==> src/pcd_defines.svh <==
`ifndef PCD_DEFINES_SVH
`define PCD_DEFINES_SVH

// register byte offsets
`define PCD_OFS_CONFIG      8'h70
`define PCD_OFS_DUTY        8'h74
`define PCD_OFS_STATUS      8'h78

// configuration field positions
`define PCD_CFG_ENABLE_BIT  0
`define PCD_CFG_SRC_LO      1
`define PCD_CFG_SRC_HI      2
`define PCD_CFG_FORCE_BIT   3
`define PCD_CFG_DIV_LO      4
`define PCD_CFG_DIV_HI      7

// status field positions
`define PCD_STS_PIN_BIT     0
`define PCD_STS_RUN_BIT     1
`define PCD_STS_CNT_LO      8
`define PCD_STS_CNT_HI      15

// reset values
`define PCD_RST_CONFIG      8'h00
`define PCD_RST_DUTY        8'h00
`define PCD_RST_WORD        32'h0000_0000

// fixed frame length of the duty stage
`define PCD_FRAME_PERIODS   256

`endif

==> src/pcd_pkg.sv <==
package pcd_pkg;

  // source clock choice
  typedef enum logic [1:0] {
    SRC_PRIMARY   = 2'b00,
    SRC_SECONDARY = 2'b01,
    SRC_BUS       = 2'b10,
    SRC_FOURTH    = 2'b11
  } pcd_src_t;

  // bus answer state, one-hot
  typedef enum logic [1:0] {
    BUS_IDLE = 2'b01,
    BUS_ACK  = 2'b10
  } pcd_bus_t;

endpackage : pcd_pkg

==> src/pcd_prescaler.sv <==
`timescale 1ns/100ps
`default_nettype none

module pcd_prescaler #(
  parameter int CNT_W = 15
) (
  // clock and reset
  input  wire logic             clk,
  input  wire logic             rst_n,
  // control
  input  wire logic             run,
  input  wire logic [3:0]       div_sel,
  input  wire logic             src_edge,
  // divided clock as one-cycle pulse
  output logic                  tick
);

  logic [CNT_W-1:0] cnt;
  logic [CNT_W-1:0] limit;

  // last count of a 2**div_sel span
  function automatic logic [CNT_W-1:0] span_last(input logic [3:0] sel);
    logic [CNT_W:0] one;
    one       = '0;
    one[0]    = 1'b1;
    span_last = CNT_W'((one << sel) - 1'b1);
  endfunction : span_last

  assign limit = span_last(div_sel);
  // >= so that a smaller divider chosen mid-span does not wait a full wrap
  assign tick  = run & src_edge & (cnt >= limit);

  // count source edges; held clear while stopped
  always_ff @(posedge clk) begin
    if (!rst_n || !run) begin
      cnt <= '0;
    end else if (src_edge) begin
      cnt <= tick ? '0 : cnt + 1'b1;
    end
  end

endmodule : pcd_prescaler

`default_nettype wire

==> src/pcd_duty_gen.sv <==
`timescale 1ns/100ps
`default_nettype none

module pcd_duty_gen #(
  parameter int DUTY_W = 8
) (
  // clock and reset
  input  wire logic              clk,
  input  wire logic              rst_n,
  // control
  input  wire logic              run,
  input  wire logic              tick,
  input  wire logic [DUTY_W-1:0] duty,
  // frame position and wanted level
  output logic      [DUTY_W-1:0] count,
  output logic                   high
);

  // free-running frame counter, one step per divided period
  always_ff @(posedge clk) begin
    if (!rst_n || !run) begin
      count <= '0;
    end else if (tick) begin
      count <= count + 1'b1;
    end
  end

  // duty 0 never compares true, so the output stays low
  assign high = run & (count < duty);

endmodule : pcd_duty_gen

`default_nettype wire

==> src/pcd_top.sv <==
`timescale 1ns/100ps
`default_nettype none
`include "pcd_defines.svh"

// How it works
// - The selected source is divided by two to the power of the 4-bit divide field, 1 to 32768.
// - The divided clock is further divided by 256 before it reaches the output pin.
// - With the force-high bit set the output pin is held high whatever the duty.
// - With the force-high bit clear the enable bit decides how the pin behaves.
// - A 2-bit select picks primary, secondary, bus or fourth clock as the source.
// - With enable clear the pin is a plain output that follows the force-high bit.
// - With enable set and power save off the divider and duty stages run and make the waveform.
// - Power-save mode stops the divider and duty stages whatever the enable bit says.
// - The pin is high for N of every 256 divided periods, N being the duty value.
// - The duty register uses bits 7 to 0, upper bits read zero, and it resets to zero.
module pcd_top #(
  parameter int DIV_CNT_W = 15,
  parameter int DUTY_W    = 8
) (
  // clock and reset
  input  wire logic        SYS_CLK,
  input  wire logic        RST_N,
  // avalon-mm slave
  input  wire logic [7:0]  AVS_ADDRESS,
  input  wire logic        AVS_READ,
  input  wire logic        AVS_WRITE,
  input  wire logic [3:0]  AVS_BYTEENABLE,
  input  wire logic [31:0] AVS_WRITEDATA,
  output logic      [31:0] AVS_READDATA,
  output logic             AVS_WAITREQUEST,
  // candidate source clocks, sampled as levels
  input  wire logic        PRIMARY_INPUT_CLOCK,
  input  wire logic        SECONDARY_INPUT_CLOCK,
  input  wire logic        BUS_CLOCK,
  input  wire logic        FOURTH_CLOCK,
  // power management
  input  wire logic        POWER_SAVE,
  // pwm pin
  output logic             PWM_OUTPUT_PIN
);

  pcd_pkg::pcd_bus_t      bus_state;
  pcd_pkg::pcd_bus_t      next_bus_state;
  pcd_pkg::pcd_src_t      src_sel;
  logic [7:0]             cfg;
  logic [DUTY_W-1:0]      duty;
  logic [3:0]             src_now;
  logic [3:0]             src_prev;
  logic [3:0]             src_rise;
  logic                   pwm_source_clock;
  logic                   run;
  logic                   tick;
  logic [DUTY_W-1:0]      count;
  logic                   high;
  logic                   req;
  logic                   wr_ok;
  logic                   next_pin;
  logic [31:0]            next_rdata;
  logic                   edge_ticked;

  // word address compare, shared by read and write decode
  function automatic logic hit(input logic [7:0] addr, input logic [7:0] ofs);
    hit = (addr[7:2] == ofs[7:2]);
  endfunction : hit

  // ---------------- bus slave ----------------

  assign req             = AVS_READ | AVS_WRITE;
  // one wait cycle for every access, so readdata always comes from a flop
  assign AVS_WAITREQUEST = req & (bus_state == pcd_pkg::BUS_IDLE);
  assign wr_ok           = AVS_WRITE & (bus_state == pcd_pkg::BUS_ACK);

  // answer state
  always_comb begin
    next_bus_state = pcd_pkg::BUS_IDLE;
    unique case (bus_state)
      pcd_pkg::BUS_IDLE: begin
        next_bus_state = req ? pcd_pkg::BUS_ACK : pcd_pkg::BUS_IDLE;
      end
      pcd_pkg::BUS_ACK: begin
        next_bus_state = pcd_pkg::BUS_IDLE;
      end
      default: begin
        next_bus_state = pcd_pkg::BUS_IDLE;
      end
    endcase
  end

  always_ff @(posedge SYS_CLK) begin
    if (!RST_N) begin
      bus_state <= pcd_pkg::BUS_IDLE;
    end else begin
      bus_state <= next_bus_state;
    end
  end

  // configuration register, low byte only
  always_ff @(posedge SYS_CLK) begin
    if (!RST_N) begin
      cfg <= `PCD_RST_CONFIG;
    end else if (wr_ok && hit(AVS_ADDRESS, `PCD_OFS_CONFIG) && AVS_BYTEENABLE[0]) begin
      cfg <= AVS_WRITEDATA[7:0];
    end
  end

  // duty register, bits 7..0 kept, upper bits dropped
  always_ff @(posedge SYS_CLK) begin
    if (!RST_N) begin
      duty <= `PCD_RST_DUTY;
    end else if (wr_ok && hit(AVS_ADDRESS, `PCD_OFS_DUTY) && AVS_BYTEENABLE[0]) begin
      duty <= AVS_WRITEDATA[DUTY_W-1:0];
    end
  end

  // read mux; unmapped words answer zero
  always_comb begin
    next_rdata = `PCD_RST_WORD;
    if (hit(AVS_ADDRESS, `PCD_OFS_CONFIG)) begin
      next_rdata[7:0] = cfg;
    end else if (hit(AVS_ADDRESS, `PCD_OFS_DUTY)) begin
      next_rdata[DUTY_W-1:0] = duty;
    end else if (hit(AVS_ADDRESS, `PCD_OFS_STATUS)) begin
      next_rdata[`PCD_STS_PIN_BIT]                   = PWM_OUTPUT_PIN;
      next_rdata[`PCD_STS_RUN_BIT]                   = run;
      next_rdata[`PCD_STS_CNT_HI:`PCD_STS_CNT_LO]    = count;
    end
  end

  // capture read data in the wait cycle so it stands when waitrequest drops
  always_ff @(posedge SYS_CLK) begin
    if (!RST_N) begin
      AVS_READDATA <= `PCD_RST_WORD;
    end else if (AVS_READ && bus_state == pcd_pkg::BUS_IDLE) begin
      AVS_READDATA <= next_rdata;
    end
  end

  // ---------------- source clock selection ----------------

  assign src_now = {FOURTH_CLOCK, BUS_CLOCK, SECONDARY_INPUT_CLOCK, PRIMARY_INPUT_CLOCK};
  assign src_sel = pcd_pkg::pcd_src_t'(cfg[`PCD_CFG_SRC_HI:`PCD_CFG_SRC_LO]);

  // rising edge of each candidate; sources must run no faster than half of SYS_CLK
  genvar gi;
  generate
    for (gi = 0; gi < 4; gi++) begin : g_edge
      always_ff @(posedge SYS_CLK) begin
        if (!RST_N) begin
          src_prev[gi] <= 1'b0;
        end else begin
          src_prev[gi] <= src_now[gi];
        end
      end
      assign src_rise[gi] = src_now[gi] & ~src_prev[gi];
    end
  endgenerate

  // edges are prepared for all four so switching source never sees a stale history
  assign pwm_source_clock = src_rise[src_sel];

  // ---------------- divider and duty ----------------

  assign run = cfg[`PCD_CFG_ENABLE_BIT] & ~POWER_SAVE;

  pcd_prescaler #(
    .CNT_W    (DIV_CNT_W)
  ) u_prescaler (
    .clk      (SYS_CLK),
    .rst_n    (RST_N),
    .run      (run),
    .div_sel  (cfg[`PCD_CFG_DIV_HI:`PCD_CFG_DIV_LO]),
    .src_edge (pwm_source_clock),
    .tick     (tick)
  );

  pcd_duty_gen #(
    .DUTY_W (DUTY_W)
  ) u_duty (
    .clk    (SYS_CLK),
    .rst_n  (RST_N),
    .run    (run),
    .tick   (tick),
    .duty   (duty),
    .count  (count),
    .high   (high)
  );

  // pin level: force wins, then enable picks waveform or plain output
  always_comb begin
    if (cfg[`PCD_CFG_FORCE_BIT]) begin
      next_pin = 1'b1;
    end else if (cfg[`PCD_CFG_ENABLE_BIT]) begin
      next_pin = high;
    end else begin
      next_pin = cfg[`PCD_CFG_FORCE_BIT];
    end
  end

  // registered pin avoids glitches from the compare
  always_ff @(posedge SYS_CLK) begin
    if (!RST_N) begin
      PWM_OUTPUT_PIN <= 1'b0;
    end else begin
      PWM_OUTPUT_PIN <= next_pin;
    end
  end

  // remembers whether the previous selected edge while running gave a tick;
  // source edges are at least two cycles apart, so the check keys on edges, not cycles
  always_ff @(posedge SYS_CLK) begin
    if (!RST_N || !run) begin
      edge_ticked <= 1'b0;
    end else if (pwm_source_clock) begin
      edge_ticked <= tick;
    end
  end
endmodule : pcd_top

`default_nettype wire

==> config.mk <==
export PLATFORM = sky130hd
export DESIGN_NAME = pcd_top
export DESIGN_NICKNAME = d
export VERILOG_FILES = /design/src/pcd_pkg.sv /design/src/pcd_prescaler.sv /design/src/pcd_duty_gen.sv /design/src/pcd_top.sv
export VERILOG_INCLUDE_DIRS = /design/src
export SDC_FILE = /design/constraint.sdc
export NUM_CORES = 1
export LEC_CHECK = 0
export BUFFER_PORTS_ARGS = -buffer_cell sky130_fd_sc_hd__buf_4
export CAP_MARGIN = 20
export CORE_MARGIN = 1.5
export CORE_UTILIZATION = 58
export DETAILED_ROUTE_END_ITERATION = 8
export PLACE_DENSITY_LB_ADDON = 0.1
export SLEW_MARGIN = 20
export SYNTH_ARGS = -nofsm -noshare
export SYNTH_HDL_FRONTEND = slang
export SYNTH_HIERARCHICAL = 1
export SYNTH_SLANG_ARGS = --single-unit
==> constraint.sdc <==
create_clock -name SYS_CLK -period 6.14 [get_ports SYS_CLK]
set_input_delay 0.307 -clock SYS_CLK [delete_from_list [all_inputs] [get_ports SYS_CLK]]
set_output_delay 0.307 -clock SYS_CLK [all_outputs]
set_load 0.01 [all_outputs]
==> impl_metrics.toml <==
[yosys]
syn_area_sq_um = 3540
synthDistinctLibCells = 58
synthCells = 403
synth-seq-area-share_pct = 35.0
synthFlopType = "dfxtp_1"
synth_warnings = 6
synth_seq_cells = 62
synth_edf_count = 0
post_synth.cell_area_avg_sq_um = 8.79
synth-async-reset-ratio_pct = 0

[drt]
remaining_drc_errors = 0
dr.pass1.iters = 4
vias = 2924
ant_nets = 0
routed_wl_mm = 7.55
drt_iter0_drc = 169
wl_per_cell_um = 14.7
via_per_inst = 5.70

[floorplan]
die_w_um = 81.2
boundaryPins = 87
die_area_sq_um = 6590
die_y_um = 81.2
start_util_pct = 59.8
coreArea_sq_um = 5920
rows = 28

[cells_and_area]
multiInputGateArea_sq_um = 2070
antennaDiodeCount = 0
fillers = 511
area_delta_synth_final_pct = 12.0
drive_gt1_share_pct = 17.6
nets = 511
fin_area_sq_um = 3970
regArea_sq_um = 1240

[placed_design]
post_dp_cell_area_sq_um = 3760
place_congestion = 0.806
dpl.hpwl_mm = 5.33
numPortBuffers = 41

[pwr]
power-per-cell-area_nw_per_um2 = 212
intPower_w = 0.000642
p_seq_share_pct = 49.1
leakagePower_nw = 1.52
p_switching_w = 0.000196
switching_share_pct = 23.4
ir_drop_mv = 0.139
combPwrFrac_pct = 7.0
clkPwrFrac_pct = 43.9

[timing]
fin_skew_ps = 10.6
hold_viol = 0
min_period_ps = 4310
period_share_pct = 70.2
drv_slew = 0
worst_pin_slew_ps = 862
rsz0062_at_grt = "false"
maxSlewHeadroom_pct = 42.5
final-setup-viol-count = 0
tns_ps = 0
fmax_mhz = 232

[global_routing]
first_global_vias = 2669
grt_max_degree = 52
overflow = 0
grt_use_total_pct = 24.5
antenna_found_initial = 0
grt_pass1_wl_mm = 12.3

[clock_tree]
cts_setup_buffers = 0
cts_buffers = 9
cts_sinks = 62
root_buffer = "clkbuf_8"
tritoncts = "yes"
clkLatencyLatePin_ps = 350
ctsHoldBuffers = 0
clockBufferDepth = 2
cts_resized = 0
h-tree-depth = 3
path_clk_slew_ps = 70

[min_path]
holdCritPathClass = "in2reg"

[worst_setup_path]
worstSetupEndpointType = "flop"
cp.required_ps = 6410
r2r_slack_ps = 1830
crit_path_start_kind = "flop"
arrival_ps = 4580
cp_max_fo = 19
path_class = "reg2reg"

[run]
cap_violations = 0

[run_status]
status = "finished, final reports clean"
## cell usage in the layout (no fill, tap or decap), types with 3 or more instances in the layout
master	Yosys	final
dfxtp_1	62	62
nand2_1	49	49
buf_4	20	42
ha_1	25	25
nand4_1	20	20
a21oi_1	19	19
mux2i_1	19	19
nand3_1	19	19
conb_1	1	16
nor2_1	12	12
inv_1	12	12
clkbuf_8	0	11
o21ai_0	11	11
xor2_1	10	10
o21ai_1	9	9
nor3_2	9	9
a21boi_1	8	8
xnor2_1	8	8
nor3_1	8	8
a31oi_1	6	6
and2_1	6	6
or3_1	5	5
nand3b_1	4	4
nor2b_1	3	3
nor3b_1	3	3
a21oi_2	3	3
## routing by layer
layer / part of all wire [%] / vias to the layer above / global-route usage (%)
li1: - / 1474 / -
met1: 46 / 1375 / 29.8
met2: 48 / 66 / 41.8
met5: 0 / - / 0
met3: 4.3 / 9 / 6.85
met4: 1.1 / 0 / 7.41
## flip-flops by register name, summed over array words and instances, names as in the netlist
name             cells
src_prev             4
PWM_OUTPUT_PIN       1
AVS_READDATA        16
duty                 8
cfg                  8
u_duty/count         8
u_prescaler/cnt     15
bus_state            2
## cell type report
class	instances	share of cell area [%]
multi-input combinational	306	52.2
sequential	62	31.3
timing repair buffer	42	7.95
clock buffer	13	4.01
tap	75	2.37
inverter	12	1.14
clock inverter	3	1.07
## cells in the mapped netlist, types with 2 or more instances
master,n,share of area [%]
xor2_1,10,2.5
a21boi_1,8,1.7
and4b_1,2,0.57
xnor2_1,8,2.0
mux2i_1,19,5.4
o31ai_1,2,0.42
buf_4,20,4.2
nor3_2,9,2.5
nor2b_1,3,0.53
nor3b_1,3,0.64
o21ai_0,11,1.6
a21oi_1,19,2.7
a21o_1,2,0.42
dfxtp_1,62,35
nand3b_1,4,0.85
and4_1,2,0.49
buf_2,5,0.71
a211oi_1,2,0.42
a21oi_2,3,0.74
ha_1,25,8.8
a31oi_1,6,1.1
a2bb2oi_1,2,0.49
nor2_1,12,1.3
and2_1,6,1.1
clkbuf_1,10,1.1
nand2_1,49,5.2
inv_1,12,1.3
o21ai_1,9,1.3
or3_1,5,0.88
nor3_1,8,1.1
nand4_1,20,3.5
nand3_1,19,2.7
## through the flow
stage / std cells / setup WS [ps] / power (W) / hold slack, ps / utilization [%]
6_report: 513 / 1830 / 0.000839 / 178 / 67.0
5_1_grt: 513 / 1570 / 0.000871 / 162 / 67.0
4_1_cts: 513 / 1820 / 0.000843 / 168 / 67.0
3_5_place_dp: 497 / 1850 / 0.000479 / 447 / 63.6
3_3_place_gp: 497 / 1950 / 0.000478 / 442 / 63.6
2_1_floorplan: 418 / 2010 / 0.000463 / 429 / -
## path summary, 6_finish.rpt
check                   startpoint         endpoint  depth (start not counted)
min reg2reg        AVS_READDATA[9]  AVS_READDATA[9]                          2
max reg2reg                 cfg[5]  u_duty/count[7]                         15
min          SECONDARY_INPUT_CLOCK      src_prev[1]                          2
max                         cfg[5]  u_duty/count[7]                         15
## worst max-delay path, cell delays in order (launching register included)
cell and delay [ps]:
dfxtp_1 460, or2_2 370, or3_1 350, ha_1 310
nor4b_1 440, a21oi_1 80, o22a_1 220, ha_1 330
nand4_1 150, nor4_2 300, a2111oi_2 110, a21oi_2 140
buf_4 290, nand4_2 190, or3_1 390, a21oi_1 140
## cells by family (layout without fill, tap and decap cells)
group           Yosys count  in the layout  share of synthesized area, %
other cells               1             16                         0.106
fa+ha+maj                25             25                          8.83
flops                    62             62                          35.0
simple gates            155            155                          24.9
buf+inv                  50             70                          8.12
xor+xnor                 18             18                          4.45
compound gates           73             73                          13.2
mux                      19             19                          5.37
## power by group through the flow
stage | registers (W) | clock network [W] | logic [W]
floorplan | 0.000422 | 0 | 0.0000413
global placement | 0.000421 | 0 | 0.0000571
detailed placement | 0.000421 | 0 | 0.0000582
CTS | 0.000412 | 0.000373 | 0.0000585
global route | 0.000412 | 0.000394 | 0.0000646
finish | 0.000412 | 0.000368 | 0.0000583
(Power assumes the default switching activity.)
